`src/hdl/srw_map.svh`:
```
`ifndef SRW_MAP_SVH
`define SRW_MAP_SVH

// timebase
`define SRW_CLK_MHZ 100
`define SRW_CNT_W 32

// reset pulse length, milliseconds
`define SRW_RST_PULSE_MS 200
// watchdog timeout period, milliseconds
`define SRW_WD_PERIOD_MS 1600
// least manual reset low time that counts, nanoseconds
`define SRW_MR_DEB_NS 150

// reset values
`define SRW_RST_OUT_N_INIT 1'b0
`define SRW_WDO_N_INIT 1'b0
`define SRW_PFF_N_INIT 1'b0
`define SRW_MR_STABLE_INIT 1'b1
`define SRW_CNT_INIT 32'h0000_0000

`endif

```
`src/hdl/srw_pkg.sv`:
```
`default_nettype none
`include "srw_map.svh"

package srw_pkg;

	typedef logic [`SRW_CNT_W-1:0] srw_cnt_t;

	typedef enum logic [1:0] {
		SRW_IDLE,
		SRW_ASSERT,
		SRW_STRETCH
	} srw_rst_state_t;

endpackage : srw_pkg

`default_nettype wire

```
`src/hdl/srw_wd_if.sv`:
```
`default_nettype none

interface srw_wd_if;
	logic enable;
	logic hold_clear;
	logic toggle;
	logic expired;

	modport ctrl (
		output enable,
		output hold_clear,
		output toggle,
		input expired
	);

	modport wd (
		input enable,
		input hold_clear,
		input toggle,
		output expired
	);
endinterface : srw_wd_if

`default_nettype wire

```
`src/hdl/srw_watchdog.sv`:
```
`default_nettype none
`include "srw_map.svh"

module srw_watchdog
	import srw_pkg::*;
#(
	parameter int unsigned PERIOD_CYC = `SRW_WD_PERIOD_MS * `SRW_CLK_MHZ * 1000
) (
	input wire logic clock, // system clock
	input wire logic rst_n, // async reset, active low
	srw_wd_if.wd wd // control and timeout status
);

	logic prev_r;
	logic prev_nxt;
	srw_cnt_t cnt_r;
	srw_cnt_t cnt_nxt;
	logic exp_r;
	logic exp_nxt;
	logic clr;

	always_comb begin
		prev_nxt = wd.toggle;
		// either edge restarts timing; reset or a floating input keeps it at zero
		clr = !wd.enable || wd.hold_clear || (wd.toggle != prev_r);
		cnt_nxt = cnt_r;
		exp_nxt = exp_r;
		if (clr) begin
			cnt_nxt = `SRW_CNT_INIT;
			exp_nxt = 1'b0;
		end else if (cnt_r >= srw_cnt_t'(PERIOD_CYC - 1)) begin
			exp_nxt = 1'b1;
		end else begin
			cnt_nxt = cnt_r + srw_cnt_t'(1);
		end
	end

	always_ff @(posedge clock or negedge rst_n) begin
		if (!rst_n) begin
			prev_r <= 1'b0;
			cnt_r <= `SRW_CNT_INIT;
			exp_r <= 1'b0;
		end else begin
			prev_r <= prev_nxt;
			cnt_r <= cnt_nxt;
			exp_r <= exp_nxt;
		end
	end

	assign wd.expired = exp_r;

endmodule : srw_watchdog

`default_nettype wire

```
`src/hdl/srw_supervisor.sv`:
```
// Summary of operation
// - system reset asserts once manual reset input has stayed low for the debounce time
// - manual reset input is debounced so switches give a single reset
// - an undriven manual reset input counts as high
// - power-fail flag low while sense is below reference, high otherwise
// - watchdog output goes low after toggle input stays level too long
// - watchdog timeout period is nominally 1.6 seconds
// - any edge of the toggle input clears the watchdog counter
// - watchdog counter held cleared while system reset is asserted
// - undriven toggle input disables the watchdog
// - watchdog output stays low until the counter is next cleared
// - supply-low forces the watchdog output low
// - watchdog output releases at once when supply-low clears
// - each reset trigger gives a 200 ms reset pulse
// - reset stays asserted as long as supply-low is active
// - reset held 200 ms after the later of supply-low or manual clearing
// - watchdog timeout never asserts the system reset by itself
// - active-high reset output is the inverse of the active-low reset without the watchdog, and held low with it
`default_nettype none
`include "srw_map.svh"

module srw_supervisor
	import srw_pkg::*;
#(
	parameter bit HAS_WATCHDOG = 1'b1,
	parameter int unsigned PULSE_CYC = `SRW_RST_PULSE_MS * `SRW_CLK_MHZ * 1000,
	parameter int unsigned WD_CYC = `SRW_WD_PERIOD_MS * `SRW_CLK_MHZ * 1000,
	parameter int unsigned DEB_CYC = (`SRW_MR_DEB_NS * `SRW_CLK_MHZ + 999) / 1000
) (
	input wire logic clock, // 100 MHz timebase
	input wire logic rst_n, // async reset, active low
	input wire logic supply_low, // supply below threshold, active high
	input wire logic manual_reset_n, // manual reset level, active low
	input wire logic manual_reset_drv, // manual reset pin is driven
	input wire logic power_fail_sense, // 1 = sense at or above reference
	input wire logic watchdog_toggle_in, // toggle level from the processor
	input wire logic watchdog_toggle_drv, // toggle pin is driven (not floating)
	output logic sys_reset_n, // system reset, active low
	output logic sys_reset, // system reset, active high variant
	output logic power_fail_flag_n, // power-fail flag, active low
	output logic watchdog_timeout_n // watchdog timeout, active low
);

	srw_wd_if wd_bus ();

	logic mr_level;
	logic mr_stable_r;
	logic mr_stable_nxt;
	srw_cnt_t deb_cnt_r;
	srw_cnt_t deb_cnt_nxt;
	logic trig;
	srw_rst_state_t st_r;
	srw_rst_state_t st_nxt;
	srw_cnt_t pulse_cnt_r;
	srw_cnt_t pulse_cnt_nxt;
	logic rst_out_n_r;
	logic rst_out_n_nxt;
	logic rst_out_r;
	logic rst_out_nxt;
	logic pff_n_r;
	logic pff_n_nxt;
	logic wdo_n_r;
	logic wdo_n_nxt;

	localparam srw_cnt_t DEB_LAST = srw_cnt_t'(DEB_CYC - 1);
	localparam srw_cnt_t PULSE_LAST = srw_cnt_t'(PULSE_CYC - 1);

	// one terminal-count test for both counters, so they end on the same rule
	function automatic logic srw_cnt_done(input srw_cnt_t cnt, input srw_cnt_t last);
		return cnt >= last;
	endfunction : srw_cnt_done

	// manual reset input conditioning
	always_comb begin
		mr_level = !manual_reset_drv || manual_reset_n;
		mr_stable_nxt = mr_stable_r;
		deb_cnt_nxt = `SRW_CNT_INIT;
		// a level must hold for the debounce time before it is taken
		if (mr_level != mr_stable_r) begin
			if (srw_cnt_done(deb_cnt_r, DEB_LAST)) begin
				mr_stable_nxt = mr_level;
			end else begin
				deb_cnt_nxt = deb_cnt_r + srw_cnt_t'(1);
			end
		end
	end

	always_ff @(posedge clock or negedge rst_n) begin
		if (!rst_n) begin
			mr_stable_r <= `SRW_MR_STABLE_INIT;
			deb_cnt_r <= `SRW_CNT_INIT;
		end else begin
			mr_stable_r <= mr_stable_nxt;
			deb_cnt_r <= deb_cnt_nxt;
		end
	end

	// reset pulse generator; watchdog expiry is not a trigger here
	always_comb begin
		trig = supply_low || !mr_stable_r;
		st_nxt = st_r;
		pulse_cnt_nxt = pulse_cnt_r;
		case (st_r)
			SRW_IDLE: begin
				if (trig) begin
					st_nxt = SRW_ASSERT;
				end
			end
			SRW_ASSERT: begin
				// held for as long as any trigger stays active
				if (!trig) begin
					st_nxt = SRW_STRETCH;
					pulse_cnt_nxt = `SRW_CNT_INIT;
				end
			end
			SRW_STRETCH: begin
				if (trig) begin
					st_nxt = SRW_ASSERT;
				end else if (srw_cnt_done(pulse_cnt_r, PULSE_LAST)) begin
					st_nxt = SRW_IDLE;
				end else begin
					pulse_cnt_nxt = pulse_cnt_r + srw_cnt_t'(1);
				end
			end
			default: begin
				st_nxt = SRW_ASSERT;
			end
		endcase
	end

	// leaving reset starts a power-on stretch, as after a supply recovery
	always_ff @(posedge clock or negedge rst_n) begin
		if (!rst_n) begin
			st_r <= SRW_STRETCH;
			pulse_cnt_r <= `SRW_CNT_INIT;
		end else begin
			st_r <= st_nxt;
			pulse_cnt_r <= pulse_cnt_nxt;
		end
	end

	// reset outputs track the next state, so the pins move on the deciding edge
	always_comb begin
		rst_out_n_nxt = (st_nxt == SRW_IDLE);
		rst_out_nxt = 1'b0;
		if (!HAS_WATCHDOG) begin
			rst_out_nxt = !rst_out_n_nxt;
		end
	end

	// without the watchdog the high output starts asserted so the pair stays complementary in reset
	always_ff @(posedge clock or negedge rst_n) begin
		if (!rst_n) begin
			rst_out_n_r <= `SRW_RST_OUT_N_INIT;
			rst_out_r <= HAS_WATCHDOG ? 1'b0 : !`SRW_RST_OUT_N_INIT;
		end else begin
			rst_out_n_r <= rst_out_n_nxt;
			rst_out_r <= rst_out_nxt;
		end
	end

	// watchdog hookup; the high-reset variant carries no watchdog at all
	assign wd_bus.hold_clear = !rst_out_n_r;
	assign wd_bus.toggle = watchdog_toggle_in;

	generate
		if (HAS_WATCHDOG) begin : g_wd
			assign wd_bus.enable = watchdog_toggle_drv;
			srw_watchdog #(
				.PERIOD_CYC(WD_CYC)
			) u_watchdog (
				.clock(clock),
				.rst_n(rst_n),
				.wd(wd_bus.wd)
			);
		end else begin : g_no_wd
			assign wd_bus.enable = 1'b0;
			assign wd_bus.expired = 1'b0;
		end
	endgenerate

	// power-fail flag is a one-cycle copy of the comparator decision
	always_comb begin
		pff_n_nxt = power_fail_sense;
	end

	always_ff @(posedge clock or negedge rst_n) begin
		if (!rst_n) begin
			pff_n_r <= `SRW_PFF_N_INIT;
		end else begin
			pff_n_r <= pff_n_nxt;
		end
	end

	// low line overrides the counter and releases without waiting for the pulse
	always_comb begin
		wdo_n_nxt = 1'b1;
		if (HAS_WATCHDOG) begin
			wdo_n_nxt = !(supply_low || wd_bus.expired);
		end
	end

	always_ff @(posedge clock or negedge rst_n) begin
		if (!rst_n) begin
			wdo_n_r <= `SRW_WDO_N_INIT;
		end else begin
			wdo_n_r <= wdo_n_nxt;
		end
	end

	assign sys_reset_n = rst_out_n_r;
	assign sys_reset = rst_out_r;
	assign power_fail_flag_n = pff_n_r;
	assign watchdog_timeout_n = wdo_n_r;

endmodule : srw_supervisor

`default_nettype wire

```
`config.mk`:
```
export PLATFORM = sky130hd
export DESIGN_NAME = srw_supervisor
export DESIGN_NICKNAME = d
export VERILOG_FILES = /design/src/hdl/srw_pkg.sv /design/src/hdl/srw_wd_if.sv /design/src/hdl/srw_watchdog.sv /design/src/hdl/srw_supervisor.sv
export VERILOG_INCLUDE_DIRS = /design/src /design/src/hdl
export SDC_FILE = /design/constraint.sdc
export NUM_CORES = 1
export LEC_CHECK = 0
export BUFFER_PORTS_ARGS = -buffer_cell sky130_fd_sc_hd__buf_4
export CAP_MARGIN = 0
export CORE_MARGIN = 1.5
export CORE_UTILIZATION = 33
export CTS_BUF_LIST = sky130_fd_sc_hd__clkbuf_4 sky130_fd_sc_hd__clkbuf_8
export DETAILED_ROUTE_END_ITERATION = 7
export PLACE_DENSITY_LB_ADDON = 0.12
export SLEW_MARGIN = 20
export SYNTH_ARGS = -nofsm -noshare
export SYNTH_HDL_FRONTEND = slang
export SYNTH_HIERARCHICAL = 1
export SYNTH_SLANG_ARGS = --single-unit
```
`constraint.sdc`:
```
create_clock -name clock -period 3 [get_ports clock]
set_input_delay 0.6 -clock clock [delete_from_list [all_inputs] [get_ports clock]]
set_output_delay 0.6 -clock clock [all_outputs]
set_load 0.01 [all_outputs]
```
==> PnR_summary.wiki <==
{| class="wikitable"
! Metric !! Value
|-
| Leading register cell type out of synthesis || dfrtp_1
|-
| Setup TNS || 0 ns
|-
| Synth Register Bits || about 100
|-
| Critical Path AT || around 2.8 ns
|-
| Count of instances resized after the clock tree is built || 0
|-
| Count of buffers added by post-CTS timing repair for setup || 0
|-
| Fraction of final layout cells sized beyond drive strength 1 || 0.0980
|-
| Ranking of synthesized cells by area || dfrtp_1, or4_1, o31ai_1, a21oi_1, nand3_1
|-
| Area added between synthesis and finish || 11.1%
|-
| Final Core Density || 0.374
|-
| Area share of the leading cell type in the synthesized netlist || 0.526
|-
| Hold Crit Class || in -> async
|-
| Worst-path cell chain || nor2b_1 > nand4b_2 > or2_0 > o22a_2 > or4_1 > a21oi_1
|-
| Routability congestion estimate || 0.764
|-
| CTS H-Tree Depth || 3
|-
| Cells after Synth || roughly 470
|-
| Clk_skew || approximately 0.020 ns
|-
| Area of the core region || roughly 0.014 mm2
|-
| Clk buf depth || 2
|-
| Critical Path Source Type || flip-flop
|-
| Pin slew with the least headroom to its limit || roughly 0.73 ns
|-
| DRC violation total after the first TritonRoute iteration || 144
|-
| Critical path required time || between 3 and 4 ns
|-
| Number of flops mapped to enable cells by yosys || 0
|-
| Clk Latency, worst-skew pair || about 0.39 ns
|-
| Critical path endpoint category || flip-flop
|-
| Critical path start-end classification || reg -> reg
|-
| Terminus of the critical flop-to-flop path || pulse_cnt_r[21]$_DFFE_PN0P_
|-
| Register area || between 0.002 and 0.003 mm2
|-
| Number of I/O pins || 12
|-
| Register area share after synthesis || 0.537
|-
| Critical Path Sink || pulse_cnt_r[21]$_DFFE_PN0P_
|-
| Via Count || between 3,000 and 4,000
|-
| Hold-fix buffers, CTS || 0
|-
| Clock tree from TritonCTS || done
|-
| Initial antenna violation count || 0
|-
| Critical Path Slowest Stage Cell || dfstp_2
|-
| Mean routed wirelength per cell || 15.0 um
|-
| Die width || about 120 um
|-
| Largest stage delay, worst path || 0.57 ns
|-
| Register-to-register setup slack || 0.47 ns
|-
| Wire length reported by the detailed router || just over 10,000 um
|-
| Standard-cell row count || 44
|-
| Cts bufs inserted || 9
|-
| Endpoints failing hold || 0
|-
| Launching element of the worst setup path || mr_stable_r$_DFFE_PN1P_
|-
| Worst vdd ir || around 270 uV
|-
| Power per standard cell area || between 400 and 500 mW/mm2
|-
| Wire length of the first global-routing pass || 18,200 um
|-
| Leakage power of the design || between 2 and 2.5 nW
|-
| Post-route fraction of the period consumed by the critical path || 0.843
|-
| All-layer global routing usage || 0.142
|-
| Clock tree sinks || roughly 100
|-
| Run status || finished, final reports clean
|-
| IO buf count || 10
|-
| Number of nets at the end of the flow || just over 500
|-
| Router iterations before antenna repair || 4
|-
| Largest net degree at the start of global routing || 54
|-
| Post-synthesis instance area || just under 0.005 mm2
|-
| Fraction of registers with async set/reset || 1.00
|-
| Number of filler instances in the final layout || 1,485
|-
| FF-to-FF path depth || 6
|-
| Max cap viols || 0
|-
| Min Clock Period, post-route || between 2 and 3 ns
|-
| Fmax || roughly 0.40 GHz
|-
| Vias per cell || ~5.4
|-
| Endpoints failing setup || 0
|-
| Footprint of the multi-input gates || 0.00217 mm2
|-
| Yosys Warn Count || 6
|-
| Post-detailed-route count of antenna-violating nets || 0
|-
| Post-Synthesis Mean Instance Area || ~10 um2
|-
| Antenna diode instance count || 0
|-
| Number of distinct library cells after synthesis || 52
|-
| Post-layout power || around 2.5 mW
|-
| Total gr overflow || 0
|-
| Clock transition at path regs || roughly 0.12 ns
|-
| Overall die area || between 0.015 and 0.02 mm2
|-
| Maximum net fanout on the critical path || between 40 and 50
|-
| Starting density of the core || 0.336
|-
| Cell chosen for the clock root || clkbuf_8
|-
| Number of remaining DRC errors || 0
|-
| Sum of net half-perimeters after detailed placement || approximately 6600 um
|-
| Unrepaired setup endpoints after global routing || no
|-
| Via count of the first global-routing pass || between 3,000 and 4,000
|-
| Final slew viol count || 0
|-
| Final worst setup slack || 0.471 ns
|-
| Die span in y || between 100 and 150 um
|-
| Worst slew margin relative to its limit || 0.512
|-
| Critical R2R Launch || mr_stable_r$_DFFE_PN1P_
|-
| Cell taking the most area after synthesis || dfrtp_1
|-
| Placement-stage worst setup slack || approximately 0.33 ns
|}
[state kept, by name, summed over array words and instances (netlist names)]
name / flops
st_r: 2
pulse_cnt_r: 32
watchdog_timeout_n: 1
g_wd.u_watchdog/cnt_r: 32
sys_reset_n: 1
g_wd.u_watchdog/prev_r: 1
mr_stable_r: 1
power_fail_flag_n: 1
deb_cnt_r: 32
g_wd.u_watchdog/wd.expired: 1
[layer usage]
metal,global-route usage,share of wire
met4,0.0352,0.0092
met2,0.236,0.48
met1,0.186,0.48
met5,0,0
met3,0.0369,0.026
[per-stage QoR]
stage                     hold WS, ns  instances  cell area [um2]
after floorplan                 0.304        492             4950
after global placement          0.450        668             5180
after detailed placement        0.428        668             5180
after CTS                       0.284        684             5390
after global routing            0.277        684             5390
final                           0.259        684             5390
[final cells by class]
cell class / count / area share
Clock buffer: 9 / 0.0230
Clock inverter: 7 / 0.0158
Inverter: 9 / 0.00626
Multi-Input combinational cell: 354 / 0.403
Sequential cell: 104 / 0.483
Tap cell: 184 / 0.0427
Timing Repair Buffer: 17 / 0.0260
[cell usage after synthesis (8+ instances only)]
master,count
dfrtp_1,102
nand2_1,31
buf_2,10
a21oi_1,48
clkbuf_1,10
o31ai_1,40
or4_1,42
and2_1,14
nand4_1,16
o21ai_0,8
nor4_1,12
inv_1,9
nand3_1,32
nor2_1,20
[layout by cell type (no fill, tap or decap), types with 2 or more instances in the layout]
cell	n
nand3_1	32
or3_1	7
and3_1	4
nor2_1	20
and3b_1	2
o211ai_1	3
and2_1	14
nor3_1	5
xnor2_1	3
nor2b_1	2
or4_1	42
nor4_1	12
xor2_1	2
inv_1	9
o21a_1	3
clkbuf_8	9
o31ai_1	40
conb_1	28
and4_1	2
nand4_1	16
clkinv_8	3
nand3b_1	2
dfrtp_1	102
nand2_1	31
o21ai_1	3
buf_4	16
ha_1	4
a21oi_1	48
dfstp_2	2
o21ai_0	8
[critical path, delay by kind of cell, from the launching register on]
family          cells  cell delay (ns)
compound gates      2             0.57
flops               1             0.57
simple gates        4             1.29
[cells by family (layout without fill, tap and decap cells)]
group,Yosys count,count (layout),share of synthesized area
compound gates,113,113,0.150
flops,104,104,0.537
fa+ha+maj,4,4,0.0103
simple gates,203,203,0.256
xor+xnor,5,5,0.00903
mux,1,1,0.00206
other cells,1,28,0.000773
buf+inv,34,42,0.0358
[power breakdown]
group	switching (mW)	total [mW]	internal [mW]	leakage [nW]
sequential	0.0160	1.45	1.43	1.37
combinational	0.0741	0.107	0.0329	0.644
clock	0.561	0.893	0.333	0.100
total	0.651	2.45	1.80	2.12
[worst min path at each step]
stage,start,to,slack (ns)
after global placement,g_wd.u_watchdog/wd.expired$_DFFE_PN0P_,watchdog_timeout_n$_DFF_PN0_,0.45
final,rst_n,g_wd.u_watchdog/cnt_r[5]$_DFFE_PN0P_,0.26
after global routing,power_fail_sense,power_fail_flag_n$_DFF_PN0_,0.28
after detailed placement,g_wd.u_watchdog/wd.expired$_DFFE_PN0P_,watchdog_timeout_n$_DFF_PN0_,0.43
after CTS,power_fail_sense,power_fail_flag_n$_DFF_PN0_,0.28
after floorplan,rst_n,deb_cnt_r[0]$_DFF_PN0_,0.30
(Power assumes the default switching activity.)
